===== src/logic/nsb_consts.vh =====
// Constants for the normal-space bus interface
// Summary of operation
// - Latch endian pin at reset: low big
// - Support 8, 16 and 32 bit buses
// - Split wide accesses into narrower bus accesses
// - 32-bit big endian: offset 0 on top
// - 16-bit big endian: even bytes upper lane
// - 8-bit big endian: MSB first, lane 0
// - 32-bit little endian: offset 0 on bottom
// - 16-bit little endian: low half first
// - 8-bit little endian: LSB first, lane 0
// - Alignment and width conversion are automatic
// - No-wait access takes exactly two cycles
// - Bus-start strobe one cycle per bus cycle
// - Reads full width; writes strobe written bytes
// - Direction output reads high when idle
// - Mask 0: idle cycle, honour wait input
// - Independent read and write software waits
// - Sample wait at falling edge before final cycle
// - Programmable select lead and trail cycles
// - Strobes negated in lead and trail cycles
// - Write data held through trail cycles
`ifndef NSB_CONSTS_VH
`define NSB_CONSTS_VH
`define NSB_BW_8         2'b01
`define NSB_BW_16        2'b10
`define NSB_BW_32        2'b11
`define NSB_SZ_BYTE      2'b00
`define NSB_SZ_WORD      2'b01
`define NSB_SZ_LONG      2'b10
`define NSB_ST_IDLE      8'h01
`define NSB_ST_LEAD      8'h02
`define NSB_ST_FIRST     8'h04
`define NSB_ST_WAIT      8'h08
`define NSB_ST_FINAL     8'h10
`define NSB_ST_TRAIL     8'h20
`define NSB_ST_NOP       8'h40
`define NSB_ST_DONE      8'h80
`define NSB_CKO_DIV      4'd8
`endif


===== src/logic/nsb_lane_map.v =====
// Byte lane steering and strobe selection for one bus access
`timescale 1ns/100ps
`include "nsb_consts.vh"
module nsb_lane_map (
    // Configuration
    input  wire        big_endian_i,
    input  wire [1:0]  bus_width_i,
    input  wire [1:0]  size_i,
    // Access pieces
    input  wire [1:0]  addr_i,
    input  wire [1:0]  piece_i,
    input  wire [31:0] wdata_i,
    // Lane results
    output reg  [1:0]  bus_addr_o,
    output reg  [31:0] lane_data_o,
    output reg  [3:0]  lane_en_o,
    output reg  [1:0]  src_byte_o
);
    // Piece byte index within the internal value, plus lane choice
    reg [1:0] nbytes_m1;
    reg [1:0] off;
    reg [1:0] rel;
    reg [7:0] bval;
    always @* begin
        nbytes_m1   = (size_i == `NSB_SZ_LONG) ? 2'd3 :
                      (size_i == `NSB_SZ_WORD) ? 2'd1 : 2'd0;
        lane_data_o = 32'h0000_0000;
        lane_en_o   = 4'h0;
        bus_addr_o  = addr_i;
        src_byte_o  = 2'd0;
        off         = addr_i;
        rel         = 2'd0;
        bval        = 8'h00;
        case (bus_width_i)
        `NSB_BW_8: begin
            off        = addr_i + piece_i;
            bus_addr_o = off;
            rel        = piece_i;
            // Big endian sends the top byte first
            src_byte_o = big_endian_i ? (nbytes_m1 - rel)
                                      : rel;
            bval       = wdata_i[8*src_byte_o +: 8];
            lane_data_o = {24'h000000, bval};
            lane_en_o   = 4'h1;
        end
        `NSB_BW_16: begin
            bus_addr_o = addr_i + {piece_i[0], 1'b0};
            if (size_i == `NSB_SZ_BYTE) begin
                lane_en_o = (addr_i[0] ^ big_endian_i) ? 4'h2 : 4'h1;
                lane_data_o = {16'h0000, wdata_i[7:0], wdata_i[7:0]};
            end else begin
                lane_en_o = 4'h3;
                if (size_i == `NSB_SZ_LONG &&
                    (piece_i[0] ^ big_endian_i))
                    lane_data_o = {16'h0000, wdata_i[31:16]};
                else
                    lane_data_o = {16'h0000, wdata_i[15:0]};
            end
        end
        default: begin
            // 32-bit lanes, both endians
            case (size_i)
            `NSB_SZ_BYTE: begin
                off = big_endian_i ? ~addr_i : addr_i;
                lane_en_o   = 4'h1 << off;
                lane_data_o = {4{wdata_i[7:0]}};
            end
            `NSB_SZ_WORD: begin
                lane_en_o = (addr_i[1] ^ big_endian_i) ? 4'hc : 4'h3;
                lane_data_o = {2{wdata_i[15:0]}};
            end
            default: begin
                lane_en_o   = 4'hf;
                lane_data_o = wdata_i;
            end
            endcase
        end
        endcase
    end
endmodule


===== src/logic/nsb_bus_if.v =====
// Normal-space external bus sequencer with lane steering
`timescale 1ns/100ps
`include "nsb_consts.vh"
module nsb_bus_if #(
    parameter CKO_DIV = 8
) (
    // Clock and reset
    input  wire        clk_i,
    input  wire        rstn_i,
    // Straps and configuration
    input  wire        endian_select_pin_i,
    input  wire [1:0]  bus_width_i,
    input  wire [3:0]  read_wait_count_i,
    input  wire [2:0]  write_wait_count_i,
    input  wire        external_wait_mask_i,
    input  wire [1:0]  select_lead_cycles_i,
    input  wire [1:0]  select_trail_cycles_i,
    // Internal request
    input  wire        req_valid_i,
    input  wire        req_write_i,
    input  wire [1:0]  req_size_i,
    input  wire [31:0] req_addr_i,
    input  wire [31:0] req_wdata_i,
    output wire        req_ready_o,
    output reg         rsp_valid_o,
    output reg  [31:0] rsp_rdata_o,
    output wire        big_endian_o,
    // External bus pins
    output reg         bus_clock_output_o,
    output reg  [31:0] addr_o,
    output reg  [31:0] data_o,
    output reg         data_oen_o,
    input  wire [31:0] data_i,
    output reg         area_chip_select_n_o,
    output reg         bus_start_strobe_n_o,
    output reg         read_strobe_n_o,
    output reg  [3:0]  byte_write_strobe_n_o,
    output reg         read_write_direction_o,
    input  wire        ext_wait_n_i
);
    ////////////////////////////////////////////////////////////////////
    // Bus clock divider: one cycle of the bus is CKO_DIV clk cycles
    reg [3:0] div_ff;
    wire      bus_tick = (div_ff == CKO_DIV[3:0] - 4'd1);
    wire      fall_tick = (div_ff == CKO_DIV[3:0]/4'd2 - 4'd1);
    always @(posedge clk_i or negedge rstn_i) begin
        if (!rstn_i) begin
            div_ff             <= 4'd0;
            bus_clock_output_o <= 1'b1;
        end else begin
            div_ff <= bus_tick ? 4'd0 : div_ff + 4'd1;
            if (bus_tick)
                bus_clock_output_o <= 1'b1;
            else if (fall_tick)
                bus_clock_output_o <= 1'b0;
        end
    end

    ////////////////////////////////////////////////////////////////////
    // Endian strap caught on the first bus tick after reset release with two steady sync stages
    reg endian_done_ff;
    reg little_ff;
    reg [2:0] strap_sync_ff;
    always @(posedge clk_i or negedge rstn_i) begin
        if (!rstn_i) begin
            endian_done_ff <= 1'b0;
            little_ff      <= 1'b0;
            strap_sync_ff  <= 3'b000;
        end else begin
            strap_sync_ff <= {strap_sync_ff[1:0], endian_select_pin_i};
            // Wait until the sync chain is filled before latching
            if (!endian_done_ff && strap_sync_ff[2] == strap_sync_ff[1]
                && bus_tick) begin
                little_ff      <= strap_sync_ff[2];
                endian_done_ff <= 1'b1;
            end
        end
    end
    assign big_endian_o = ~little_ff;

    ////////////////////////////////////////////////////////////////////
    // External wait input synchroniser, three stages
    reg [2:0] wait_sync_ff;
    reg       wait_n_ff;
    always @(posedge clk_i or negedge rstn_i) begin
        if (!rstn_i) begin
            wait_sync_ff <= 3'b111;
            wait_n_ff    <= 1'b1;
        end else begin
            wait_sync_ff <= {wait_sync_ff[1:0], ext_wait_n_i};
            if (wait_sync_ff[2] == wait_sync_ff[1])
                wait_n_ff <= wait_sync_ff[2];
        end
    end

    ////////////////////////////////////////////////////////////////////
    // Captured request and per-piece lane mapping
    reg        wr_ff;
    reg [1:0]  size_ff;
    reg [31:0] addr_ff;
    reg [31:0] wdata_ff;
    reg [1:0]  bw_ff;
    reg [1:0]  piece_ff;
    reg [1:0]  last_piece_ff;
    wire [1:0]  map_addr;
    wire [31:0] map_data;
    wire [3:0]  map_en;
    wire [1:0]  map_src;

    nsb_lane_map u_map (
        .big_endian_i (~little_ff),
        .bus_width_i  (bw_ff),
        .size_i       (size_ff),
        .addr_i       (addr_ff[1:0]),
        .piece_i      (piece_ff),
        .wdata_i      (wdata_ff),
        .bus_addr_o   (map_addr),
        .lane_data_o  (map_data),
        .lane_en_o    (map_en),
        .src_byte_o   (map_src)
    );

    // Number of pieces minus one for the chosen bus width
    reg [1:0] pieces_m1;
    always @* begin
        pieces_m1 = 2'd0;
        if (bus_width_i == `NSB_BW_8)
            pieces_m1 = (req_size_i == `NSB_SZ_LONG) ? 2'd3 :
                        (req_size_i == `NSB_SZ_WORD) ? 2'd1 : 2'd0;
        else if (bus_width_i == `NSB_BW_16)
            pieces_m1 = (req_size_i == `NSB_SZ_LONG) ? 2'd1 : 2'd0;
    end

    ////////////////////////////////////////////////////////////////////
    // Bus cycle state machine, advanced on bus clock rising ticks
    reg [7:0] state_ff;
    reg [3:0] cnt_ff;
    reg       more_wait_ff;
    wire      idle = state_ff[0];
    assign req_ready_o = idle & endian_done_ff & bus_tick;

    always @(posedge clk_i or negedge rstn_i) begin
        if (!rstn_i) begin
            state_ff      <= `NSB_ST_IDLE;
            cnt_ff        <= 4'd0;
            wr_ff         <= 1'b0;
            size_ff       <= `NSB_SZ_BYTE;
            addr_ff       <= 32'h0000_0000;
            wdata_ff      <= 32'h0000_0000;
            bw_ff         <= `NSB_BW_32;
            piece_ff      <= 2'd0;
            last_piece_ff <= 2'd0;
            more_wait_ff  <= 1'b0;
            rsp_valid_o   <= 1'b0;
            rsp_rdata_o   <= 32'h0000_0000;
        end else begin
            rsp_valid_o <= 1'b0;
            // Wait pin read at the falling edge before the final cycle
            if (fall_tick)
                more_wait_ff <= ~external_wait_mask_i & ~wait_n_ff;
            if (bus_tick) begin
                case (state_ff)
                `NSB_ST_IDLE: begin
                    if (req_valid_i && endian_done_ff) begin
                        wr_ff         <= req_write_i;
                        size_ff       <= req_size_i;
                        addr_ff       <= req_addr_i;
                        wdata_ff      <= req_wdata_i;
                        bw_ff         <= bus_width_i;
                        piece_ff      <= 2'd0;
                        last_piece_ff <= pieces_m1;
                        rsp_rdata_o   <= 32'h0000_0000;
                        cnt_ff        <= {2'b00, select_lead_cycles_i};
                        state_ff      <= (select_lead_cycles_i != 2'd0) ?
                                         `NSB_ST_LEAD : `NSB_ST_FIRST;
                    end
                end
                `NSB_ST_LEAD: begin
                    cnt_ff <= cnt_ff - 4'd1;
                    if (cnt_ff == 4'd1)
                        state_ff <= `NSB_ST_FIRST;
                end
                `NSB_ST_FIRST: begin
                    // Software wait count chosen by direction
                    cnt_ff <= wr_ff ? {1'b0, write_wait_count_i}
                                    : read_wait_count_i;
                    if ((wr_ff ? {1'b0, write_wait_count_i}
                               : read_wait_count_i) != 4'd0 || more_wait_ff)
                        state_ff <= `NSB_ST_WAIT;
                    else
                        state_ff <= `NSB_ST_FINAL;
                end
                `NSB_ST_WAIT: begin
                    if (cnt_ff != 4'd0)
                        cnt_ff <= cnt_ff - 4'd1;
                    if (cnt_ff <= 4'd1 && !more_wait_ff)
                        state_ff <= `NSB_ST_FINAL;
                end
                `NSB_ST_FINAL: begin
                    // Read captures only the lanes that the access uses
                    if (!wr_ff) begin
                        case (bw_ff)
                        `NSB_BW_8:
                            rsp_rdata_o[8*map_src +: 8] <= data_i[7:0];
                        `NSB_BW_16:
                            if (size_ff == `NSB_SZ_LONG &&
                                (piece_ff[0] ^ ~little_ff))
                                rsp_rdata_o[31:16] <= data_i[15:0];
                            else if (size_ff == `NSB_SZ_BYTE)
                                rsp_rdata_o[7:0] <= map_en[1] ?
                                    data_i[15:8] : data_i[7:0];
                            else
                                rsp_rdata_o[15:0] <= data_i[15:0];
                        default:
                            rsp_rdata_o <= (size_ff == `NSB_SZ_BYTE) ?
                                {24'h000000, map_en[3] ? data_i[31:24] :
                                 map_en[2] ? data_i[23:16] :
                                 map_en[1] ? data_i[15:8] : data_i[7:0]} :
                                (size_ff == `NSB_SZ_WORD) ?
                                {16'h0000, map_en[3] ? data_i[31:16] :
                                 data_i[15:0]} : data_i;
                        endcase
                    end
                    cnt_ff   <= {2'b00, select_trail_cycles_i};
                    state_ff <= (select_trail_cycles_i != 2'd0) ?
                                `NSB_ST_TRAIL : `NSB_ST_DONE;
                end
                `NSB_ST_TRAIL: begin
                    cnt_ff <= cnt_ff - 4'd1;
                    if (cnt_ff == 4'd1)
                        state_ff <= `NSB_ST_DONE;
                end
                `NSB_ST_DONE: begin
                    if (piece_ff != last_piece_ff) begin
                        piece_ff <= piece_ff + 2'd1;
                        cnt_ff   <= {2'b00, select_lead_cycles_i};
                        state_ff <= external_wait_mask_i ?
                            ((select_lead_cycles_i != 2'd0) ?
                             `NSB_ST_LEAD : `NSB_ST_FIRST) : `NSB_ST_NOP;
                    end else begin
                        rsp_valid_o <= 1'b1;
                        piece_ff    <= 2'd0;
                        state_ff    <= external_wait_mask_i ?
                                       `NSB_ST_IDLE : `NSB_ST_NOP;
                    end
                end
                `NSB_ST_NOP: begin
                    // Idle evaluation cycle; piece 0 means access finished
                    if (piece_ff == 2'd0)
                        state_ff <= `NSB_ST_IDLE;
                    else
                        state_ff <= (cnt_ff != 4'd0) ?
                                    `NSB_ST_LEAD : `NSB_ST_FIRST;
                end
                default: state_ff <= `NSB_ST_IDLE;
                endcase
            end
        end
    end

    ////////////////////////////////////////////////////////////////////
    // Pin outputs registered; strobes only between lead and trail
    wire active  = state_ff[1] | state_ff[2] | state_ff[3] |
                   state_ff[4] | state_ff[5];
    wire strobe  = state_ff[2] | state_ff[3] | state_ff[4];
    always @(posedge clk_i or negedge rstn_i) begin
        if (!rstn_i) begin
            addr_o                 <= 32'h0000_0000;
            data_o                 <= 32'h0000_0000;
            data_oen_o             <= 1'b1;
            area_chip_select_n_o   <= 1'b1;
            bus_start_strobe_n_o   <= 1'b1;
            read_strobe_n_o        <= 1'b1;
            byte_write_strobe_n_o  <= 4'hf;
            read_write_direction_o <= 1'b1;
        end else begin
            addr_o <= {addr_ff[31:2], map_addr};
            data_o <= map_data;
            area_chip_select_n_o <= ~active;
            // One bus clock of bus start in the first access cycle
            bus_start_strobe_n_o <= ~state_ff[2];
            read_strobe_n_o <= ~(strobe & ~wr_ff);
            byte_write_strobe_n_o <= (strobe & wr_ff) ? ~map_en : 4'hf;
            read_write_direction_o <= ~(active & wr_ff);
            // Write data kept through trail cycles
            data_oen_o <= ~(active & wr_ff);
        end
    end
endmodule


===== config.mk =====
export PLATFORM = sky130hd
export DESIGN_NAME = nsb_bus_if
export DESIGN_NICKNAME = d
export VERILOG_FILES = /design/src/logic/nsb_lane_map.v /design/src/logic/nsb_bus_if.v
export VERILOG_INCLUDE_DIRS = /design/src /design/src/logic
export SDC_FILE = /design/constraint.sdc
export NUM_CORES = 1
export LEC_CHECK = 0
export BUFFER_PORTS_ARGS = -buffer_cell sky130_fd_sc_hd__buf_4
export CORE_MARGIN = 1.5
export CORE_UTILIZATION = 45
export DETAILED_ROUTE_END_ITERATION = 6
export GPL_TIMING_DRIVEN = 0
export PLACE_DENSITY = 0.64
export SETUP_SLACK_MARGIN = 0.5
export SKIP_CTS_REPAIR_TIMING = 1
export SYNTH_ARGS = -nofsm -noshare
export SYNTH_HDL_FRONTEND = slang
export SYNTH_SLANG_ARGS = --single-unit

===== constraint.sdc =====
create_clock -name clk_i -period 8.1 [get_ports clk_i]
set_input_delay 0.405 -clock clk_i [delete_from_list [all_inputs] [get_ports clk_i]]
set_output_delay 0.405 -clock clk_i [all_outputs]
set_load 0.02 [all_outputs]

# Yosys cells after proc, flatten, opt, wreduce, memory -nomap -nowiden
# Cells that the tools add are included.
# op_classes
n_addsub	7
order_cmp	1
n_reduce_logical	26
n_eq_ne	32
bitwise_logic	25
n_shift	4
n_mux	63
# op_table
operator	count
$pmux 32 s2	4
$mux 32	5
$mux 8	10
$mux 16	4
$pmux 8 s8	1
$neg 5->34	1
$shift 8x34->32 const A	1
$shiftx 8x34->32	1
$bwmux 32	1
$mux 4	8
$shiftx 32x6->8	1
$pmux 4 s6	1
$mux 7	3
$reduce_and 5->1	4
$mux 2	9
$pmux 4 s2	2
$ne 2x2->1 const B	7
$reduce_bool 2->1	5
$mux 1	9
$mux 3	3
$ne 3x3->1 const B	3
$eq 2x1->1 const B	4
$eq 2x2->1 const B	4
$eq 8x1->1 const B	1
36 further kinds	66
# word_totals
reg_bits	205
input_bits	118
elab_cells	186
output_inout_bits	109

# Longest topological paths before layout
# depth
depth_word	12
depth_mapped	17
depth_no_buf	15

# Cells and area by module
# Synthesis repeated with hierarchy kept, for this count alone.
# hier_totals
hier_cells	1042
hier_area_um2	11014.3
# modules_own_cells
mod	area_per_inst_um2	n_inst	seq_area_each_um2	cells_per_inst
nsb_bus_if	9445.3	1	5149.9	785
nsb_lane_map	1569.0	1	0.0	257

# Worst setup path after synthesis
# No wires, ideal clock.
# synth_timing
kind	register -> register
from	register size_ff[1]
to	register rsp_rdata_o[14]
n_path_buf	2
t_required_ns	8.003
setup_ns	0.097
slack_ns	4.639
synth_period_minus_slack_ns	3.461
arrival_ns	3.364
path_stages_with_launch	17
path_cell_list	dfrtp_1 -> clkbuf_1 -> inv_1 -> ha_1 -> inv_1 -> ha_1 -> xnor2_1 -> nor2_1 -> xnor2_2 -> nor2b_1 -> ha_1 -> nor3b_1 -> and3_1 -> clkbuf_1 -> a22o_1 -> a21oi_1 -> o31ai_1
# synth_via
elab_chain_cells	12
elab_cells_between_ends	24
classes_between	2 x add/sub; 4 x eq/ne; 2 x shift; 13 x mux; 3 x reduce/logical
# synth_lines
element	line	source
start, declared	nsb_bus_if.v:99	reg [1:0] size_ff;
start signal, assigned	nsb_bus_if.v:147	size_ff <= `NSB_SZ_BYTE;
start signal, assigned	nsb_bus_if.v:166	size_ff <= req_size_i;
$eq 2x1->1	nsb_lane_map.v:62	case (size_i)
$mux 1	nsb_lane_map.v:26	(size_i == `NSB_SZ_WORD) ? 2'd1 : 2'd0;
$mux 2	nsb_lane_map.v:25	nbytes_m1 = (size_i == `NSB_SZ_LONG) ? 2'd3 :
$sub 2x2->2	nsb_lane_map.v:40	src_byte_o = big_endian_i ? (nbytes_m1 - rel)
$mux 2	nsb_lane_map.v:40	
$mux 2	nsb_lane_map.v:34	case (bus_width_i)
$neg 5->34	nsb_bus_if.v:204	rsp_rdata_o[8*map_src +: 8] <= data_i[7:0];
$shiftx 8x34->32 or $shift 8x34->32 (tied branches)	nsb_bus_if.v:204	
$bwmux 32	nsb_bus_if.v:204	
$pmux 32 s2	nsb_bus_if.v:202	case (bw_ff)
$mux 32	nsb_bus_if.v:201	if (!wr_ff) begin
$pmux 32 s2	nsb_bus_if.v:162	case (state_ff)
end signal, assigned by index	nsb_bus_if.v:204	
end signal, assigned	nsb_bus_if.v:213	rsp_rdata_o[15:0] <= data_i[15:0];
end signal, assigned	nsb_bus_if.v:215	rsp_rdata_o <= (size_ff == `NSB_SZ_BYTE) ?
end, declared	nsb_bus_if.v:26	output reg [31:0] rsp_rdata_o,
# Several ways; a longest one is shown, not always the timed one. The select of a mux whose other input is x is not followed.
# A chain may end at the register's enable or synchronous reset.

# Worst setup path in the final report
# layout_timing
from	register size_ff[1]
to	register rsp_rdata_o[26]
# layout_via
elab_chain_cells	12
elab_cells_between_ends	20
classes_between	2 x add/sub; 3 x eq/ne; 2 x shift; 10 x mux; 3 x reduce/logical
# layout_lines
element	line	source
$eq 2x1->1 (no source line)	-	
$mux 1	nsb_lane_map.v:26	
$mux 2	nsb_lane_map.v:25	
$sub 2x2->2	nsb_lane_map.v:40	
$mux 2	nsb_lane_map.v:40	
$mux 2	nsb_lane_map.v:34	
$neg 5->34	nsb_bus_if.v:204	
$shiftx 8x34->32 or $shift 8x34->32 (tied branches)	nsb_bus_if.v:204	
$bwmux 32	nsb_bus_if.v:204	
$pmux 32 s2	nsb_bus_if.v:202	
$mux 32	nsb_bus_if.v:201	
$pmux 32 s2	nsb_bus_if.v:162	
end signal, assigned by index	nsb_bus_if.v:204	
end signal, assigned	nsb_bus_if.v:208	rsp_rdata_o[31:16] <= data_i[15:0];
end signal, assigned	nsb_bus_if.v:215	
# Several ways; a longest one is shown, not always the timed one. The select of a mux whose other input is x is not followed.

==> results.py <==
metrics = {
    "timing": {
        "setup_viol_count_final": 0,
        "period_minus_slack_ns": 4.556,
        "layout_setup_ws_ns": 3.544,
        "slew_headroom": 0.1105,
        "hold_ws_ns": 0.08898,
        "finalMaxSlewViolations": 0,
        "worstMarginPinSlew_ns": 1.324,
        "hold_viol_final": 0,
        "finalSetupTns_ns": 0,
        "fin_skew_ns": 0.01786,
        "rsz0062_at_grt": "no",
        "min_period_over_period": 0.5625,
        "fmaxAchievable_ghz": 0.2195,
    },
    "setup_path": {
        "crit_fanout": 10,
        "cpPeakStageDelay_ns": 0.78,
        "critPathCaptureType": "flip-flop",
        "path_buf_inv": 3,
        "worstPathArrival_ns": 4.99,
        "cp.required_ns": 8.53,
        "setup.worst_path.class": "reg -> reg",
        "cp-start-kind": "flip-flop",
        "cp_slowest_cell": "nor3_1",
        "crit_family": "simple AND/OR/NAND/NOR gates",
        "path_common_cell": "ha_1",
        "path_cells": "clkbuf_1, inv_1, ha_1, inv_1, ha_1, xnor2_1, nor2_1, xnor2_2, nor2b_1, ha_1, nand2_1, nor3_1, a21oi_1, o31ai_1",
    },
    "global_route": {
        "grt_use_met3": 0.06528,
        "grt_pass1_vias": 8729,
        "antenna_found_initial": 0,
        "grt_pass1_wl_mm": 49.49,
        "busiest_layer": "met2",
        "globalRouteTotalUtil": 0.2667,
        "grt.overflow.total": 0,
        "grt_max_degree": 106,
        "globalRouteMet1Util": 0.3571,
        "grt.met2_usage": 0.4241,
    },
    "cts": {
        "clockRootBuffer": "clkbuf_16",
        "clkTransAtPathRegs_ns": 0.06,
        "h-tree-depth": 1,
        "cts.sinks": 205,
        "cts_buffer_depth": 3,
        "cts_buffers": 24,
        "insertion_delay_ns": 0.53,
        "cts_tree": "built",
    },
    "power_and_ir_drop": {
        "p_clk_frac": 0.218,
        "vdd_ir_drop_max_uv": 266.8,
        "p_leak_nw": 6.341,
        "p_comb_frac": 0.479,
        "power_frac_seq": 0.302,
        "switching_share": 0.4154,
        "p_int_mw": 3.109,
        "switchingPower_mw": 2.209,
        "p_per_area_nw_per_um2": 399.2,
    },
    "layout": {
        "fillerInstances": 1951,
        "areaGrowthSynthToFinish_pct": 28.84,
        "nNetsFinal": 1374,
        "layout-drive-gt1-share": 0.3219,
        "final_util": 0.5902,
        "fin_area_um2": 13320,
        "antenna_cells": 0,
    },
    "yosys": {
        "synth_common_cells": "189 x dfrtp_1, 135 x nand2_1, 81 x mux2_2",
        "synth_nets": 1118,
        "async_flop_share": 1.000,
        "synth_xor_area_frac": 0.01319,
        "yosys_warnings": 0,
        "synthMuxAreaShare": 0.1298,
        "synth_top_flop_cell": "dfrtp_1",
        "yosys_register_bits": 205,
        "yosys.area_share.simple": 0.1327,
        "yosysMostFrequentCell": "dfrtp_1",
        "synth_seq_area_share": 0.4981,
        "synthTopCellsByArea": "dfrtp_1 46%, mux2_2 8.8%, nand2_1 4.9%, dfstp_2 4.1%, a21oi_1 3.3%",
        "synth_edf_count": 0,
        "syn_avg_cell_area_um2": 10.50,
        "synthCells": 985,
        "synth-compound-area-share": 0.1690,
        "syn_area_um2": 10340,
        "synth_cell_types": 74,
        "yosys.area.top_type_share": 0.4574,
        "synth_top_family_by_area": "compound AO/OA/AOI/OAI gates",
        "synth_top_cell_by_area": "dfrtp_1",
        "synth-adder-area-share": 0.01912,
    },
    "floorplanning": {
        "pin_count": 227,
        "core_region_area_um2": 22570,
        "dieHeight_um": 154.6,
        "dieArea_um2": 23900,
        "die_w_um": 154.6,
        "row_count": 55,
        "start_util": 0.4581,
    },
    "place": {
        "place_hpwl_mm": 23.13,
        "io_buffers": 226,
        "gp_congestion": 0.9008,
        "dp_slack_ns": 3.616,
        "place_area_um2": 12430,
    },
    "run": {
        "cap_violations": 0,
    },
    "routing": {
        "wl_mm": 31.74,
        "drcViolationCount": 0,
        "wire_per_inst_um": 20.57,
        "drt_iter0_drc": 684,
        "avgViaCountPerCell": 5.762,
        "vias": 8890,
        "ant_nets": 0,
        "first_pass_iters": 5,
    },
    "status": {
        "status": "finished, final reports clean",
    },
    "worst_hold_path": {
        "hold_class": "in -> reg",
    },
}
==> worst register-to-register path, stage by stage (launching register included) <==
cell and delay, ns:
dfrtp_1 0.35, clkbuf_1 0.46, inv_1 0.17, ha_1 0.31, inv_1 0.04, ha_1 0.20
xnor2_1 0.15, nor2_1 0.08, xnor2_2 0.74, nor2b_1 0.15, ha_1 0.36, nand2_1 0.06
nor3_1 0.78, a21oi_1 0.31, o31ai_1 0.28
==> placed cells by master (no fill, tap or decap), drive strengths merged, types with 9 or more instances in the layout <==
master  Yosys  layout
and3       21      21
nor3b       9       9
ha         15      15
a21oi      68      68
o31ai      21      21
a31oi      12      12
o21ai      52      52
clkbuf     32      65
dfrtp     189     189
a221o       9       9
inv        33      33
dfstp      16      16
mux2i      25      25
mux2       81      81
nor2       55      55
buf        29     256
a22o       26      26
nor3       18      18
nand2     135     135
==> sequential cells by signal, summed over array words and instances (netlist names), 2 cells and up <==
register / flops
size_ff: 2
last_piece_ff: 2
addr_ff: 32
state_ff: 8
bw_ff: 2
div_ff: 4
wdata_ff: 32
rsp_rdata_o: 32
piece_ff: 2
addr_o: 32
wait_sync_ff: 3
cnt_ff: 4
data_o: 32
byte_write_strobe_n_o: 4
strap_sync_ff: 3
==> final cells by class <==
class | instances | area, um2 | area share
clock inverter | 10 | 178.9 | 0.01343
multi-input combinational | 685 | 4797 | 0.3601
buffer | 61 | 265.3 | 0.01991
tap | 285 | 356.6 | 0.02677
timing repair buffer | 230 | 1762 | 0.1322
sequential | 205 | 5150 | 0.3866
clock buffer | 33 | 684.4 | 0.05138
inverter | 34 | 127.6 | 0.009580
==> power by group through the flow <==
stage / clock (mW) / sequential, mW / combinational [mW]
finish: 1.16 / 1.61 / 2.55
floorplan: 0 / 1.75 / 1.50
detailed placement: 0 / 1.62 / 2.52
global placement: 0 / 1.61 / 2.50
CTS: 1.18 / 1.61 / 2.53
global route: 1.22 / 1.65 / 2.76
==> metrics by stage <==
stage	power (mW)	std cells
floorplan	3.252	985
global placement	4.114	1496
detailed placement	4.138	1497
CTS	5.312	1540
global route	5.636	1543
finish	5.318	1543
==> cells by family after synthesis <==
kind of cell / after synthesis
flip-flops: 205
buffers and inverters: 95
adder cells (fa/ha/maj): 16
AO/OA/AOI/OAI: 253
XOR/XNOR: 13
AND/OR/NAND/NOR: 289
multiplexers: 114
==> path summary, 6_finish.rpt <==
path / slack, ns / start / depth (start not counted) / to
max: 3.54 / size_ff[1]$_DFFE_PN0P_ / 14 / rsp_rdata_o[26]$_DFFE_PN0P_
min: 0.09 / req_size_i[0] / 3 / size_ff[0]$_DFFE_PN0P_
max reg2reg: 3.54 / size_ff[1]$_DFFE_PN0P_ / 14 / rsp_rdata_o[26]$_DFFE_PN0P_
min reg2reg: 0.35 / strap_sync_ff[0]$_DFF_PN0_ / 0 / strap_sync_ff[1]$_DFF_PN0_
max in group asynchronous: 6.58 / rstn_i / 3 / data_o[8]$_DFF_PN0_
min in group asynchronous: 0.52 / rstn_i / 2 / rsp_rdata_o[10]$_DFFE_PN0P_
==> per-layer routing <==
metal,vias to the layer above,wire (um)
met5,-,0
li1,4105,-
met2,442,14530
met1,4280,13050
met3,63,3060
met4,0,1096
Note: power is estimated with default switching activity, not from simulation.
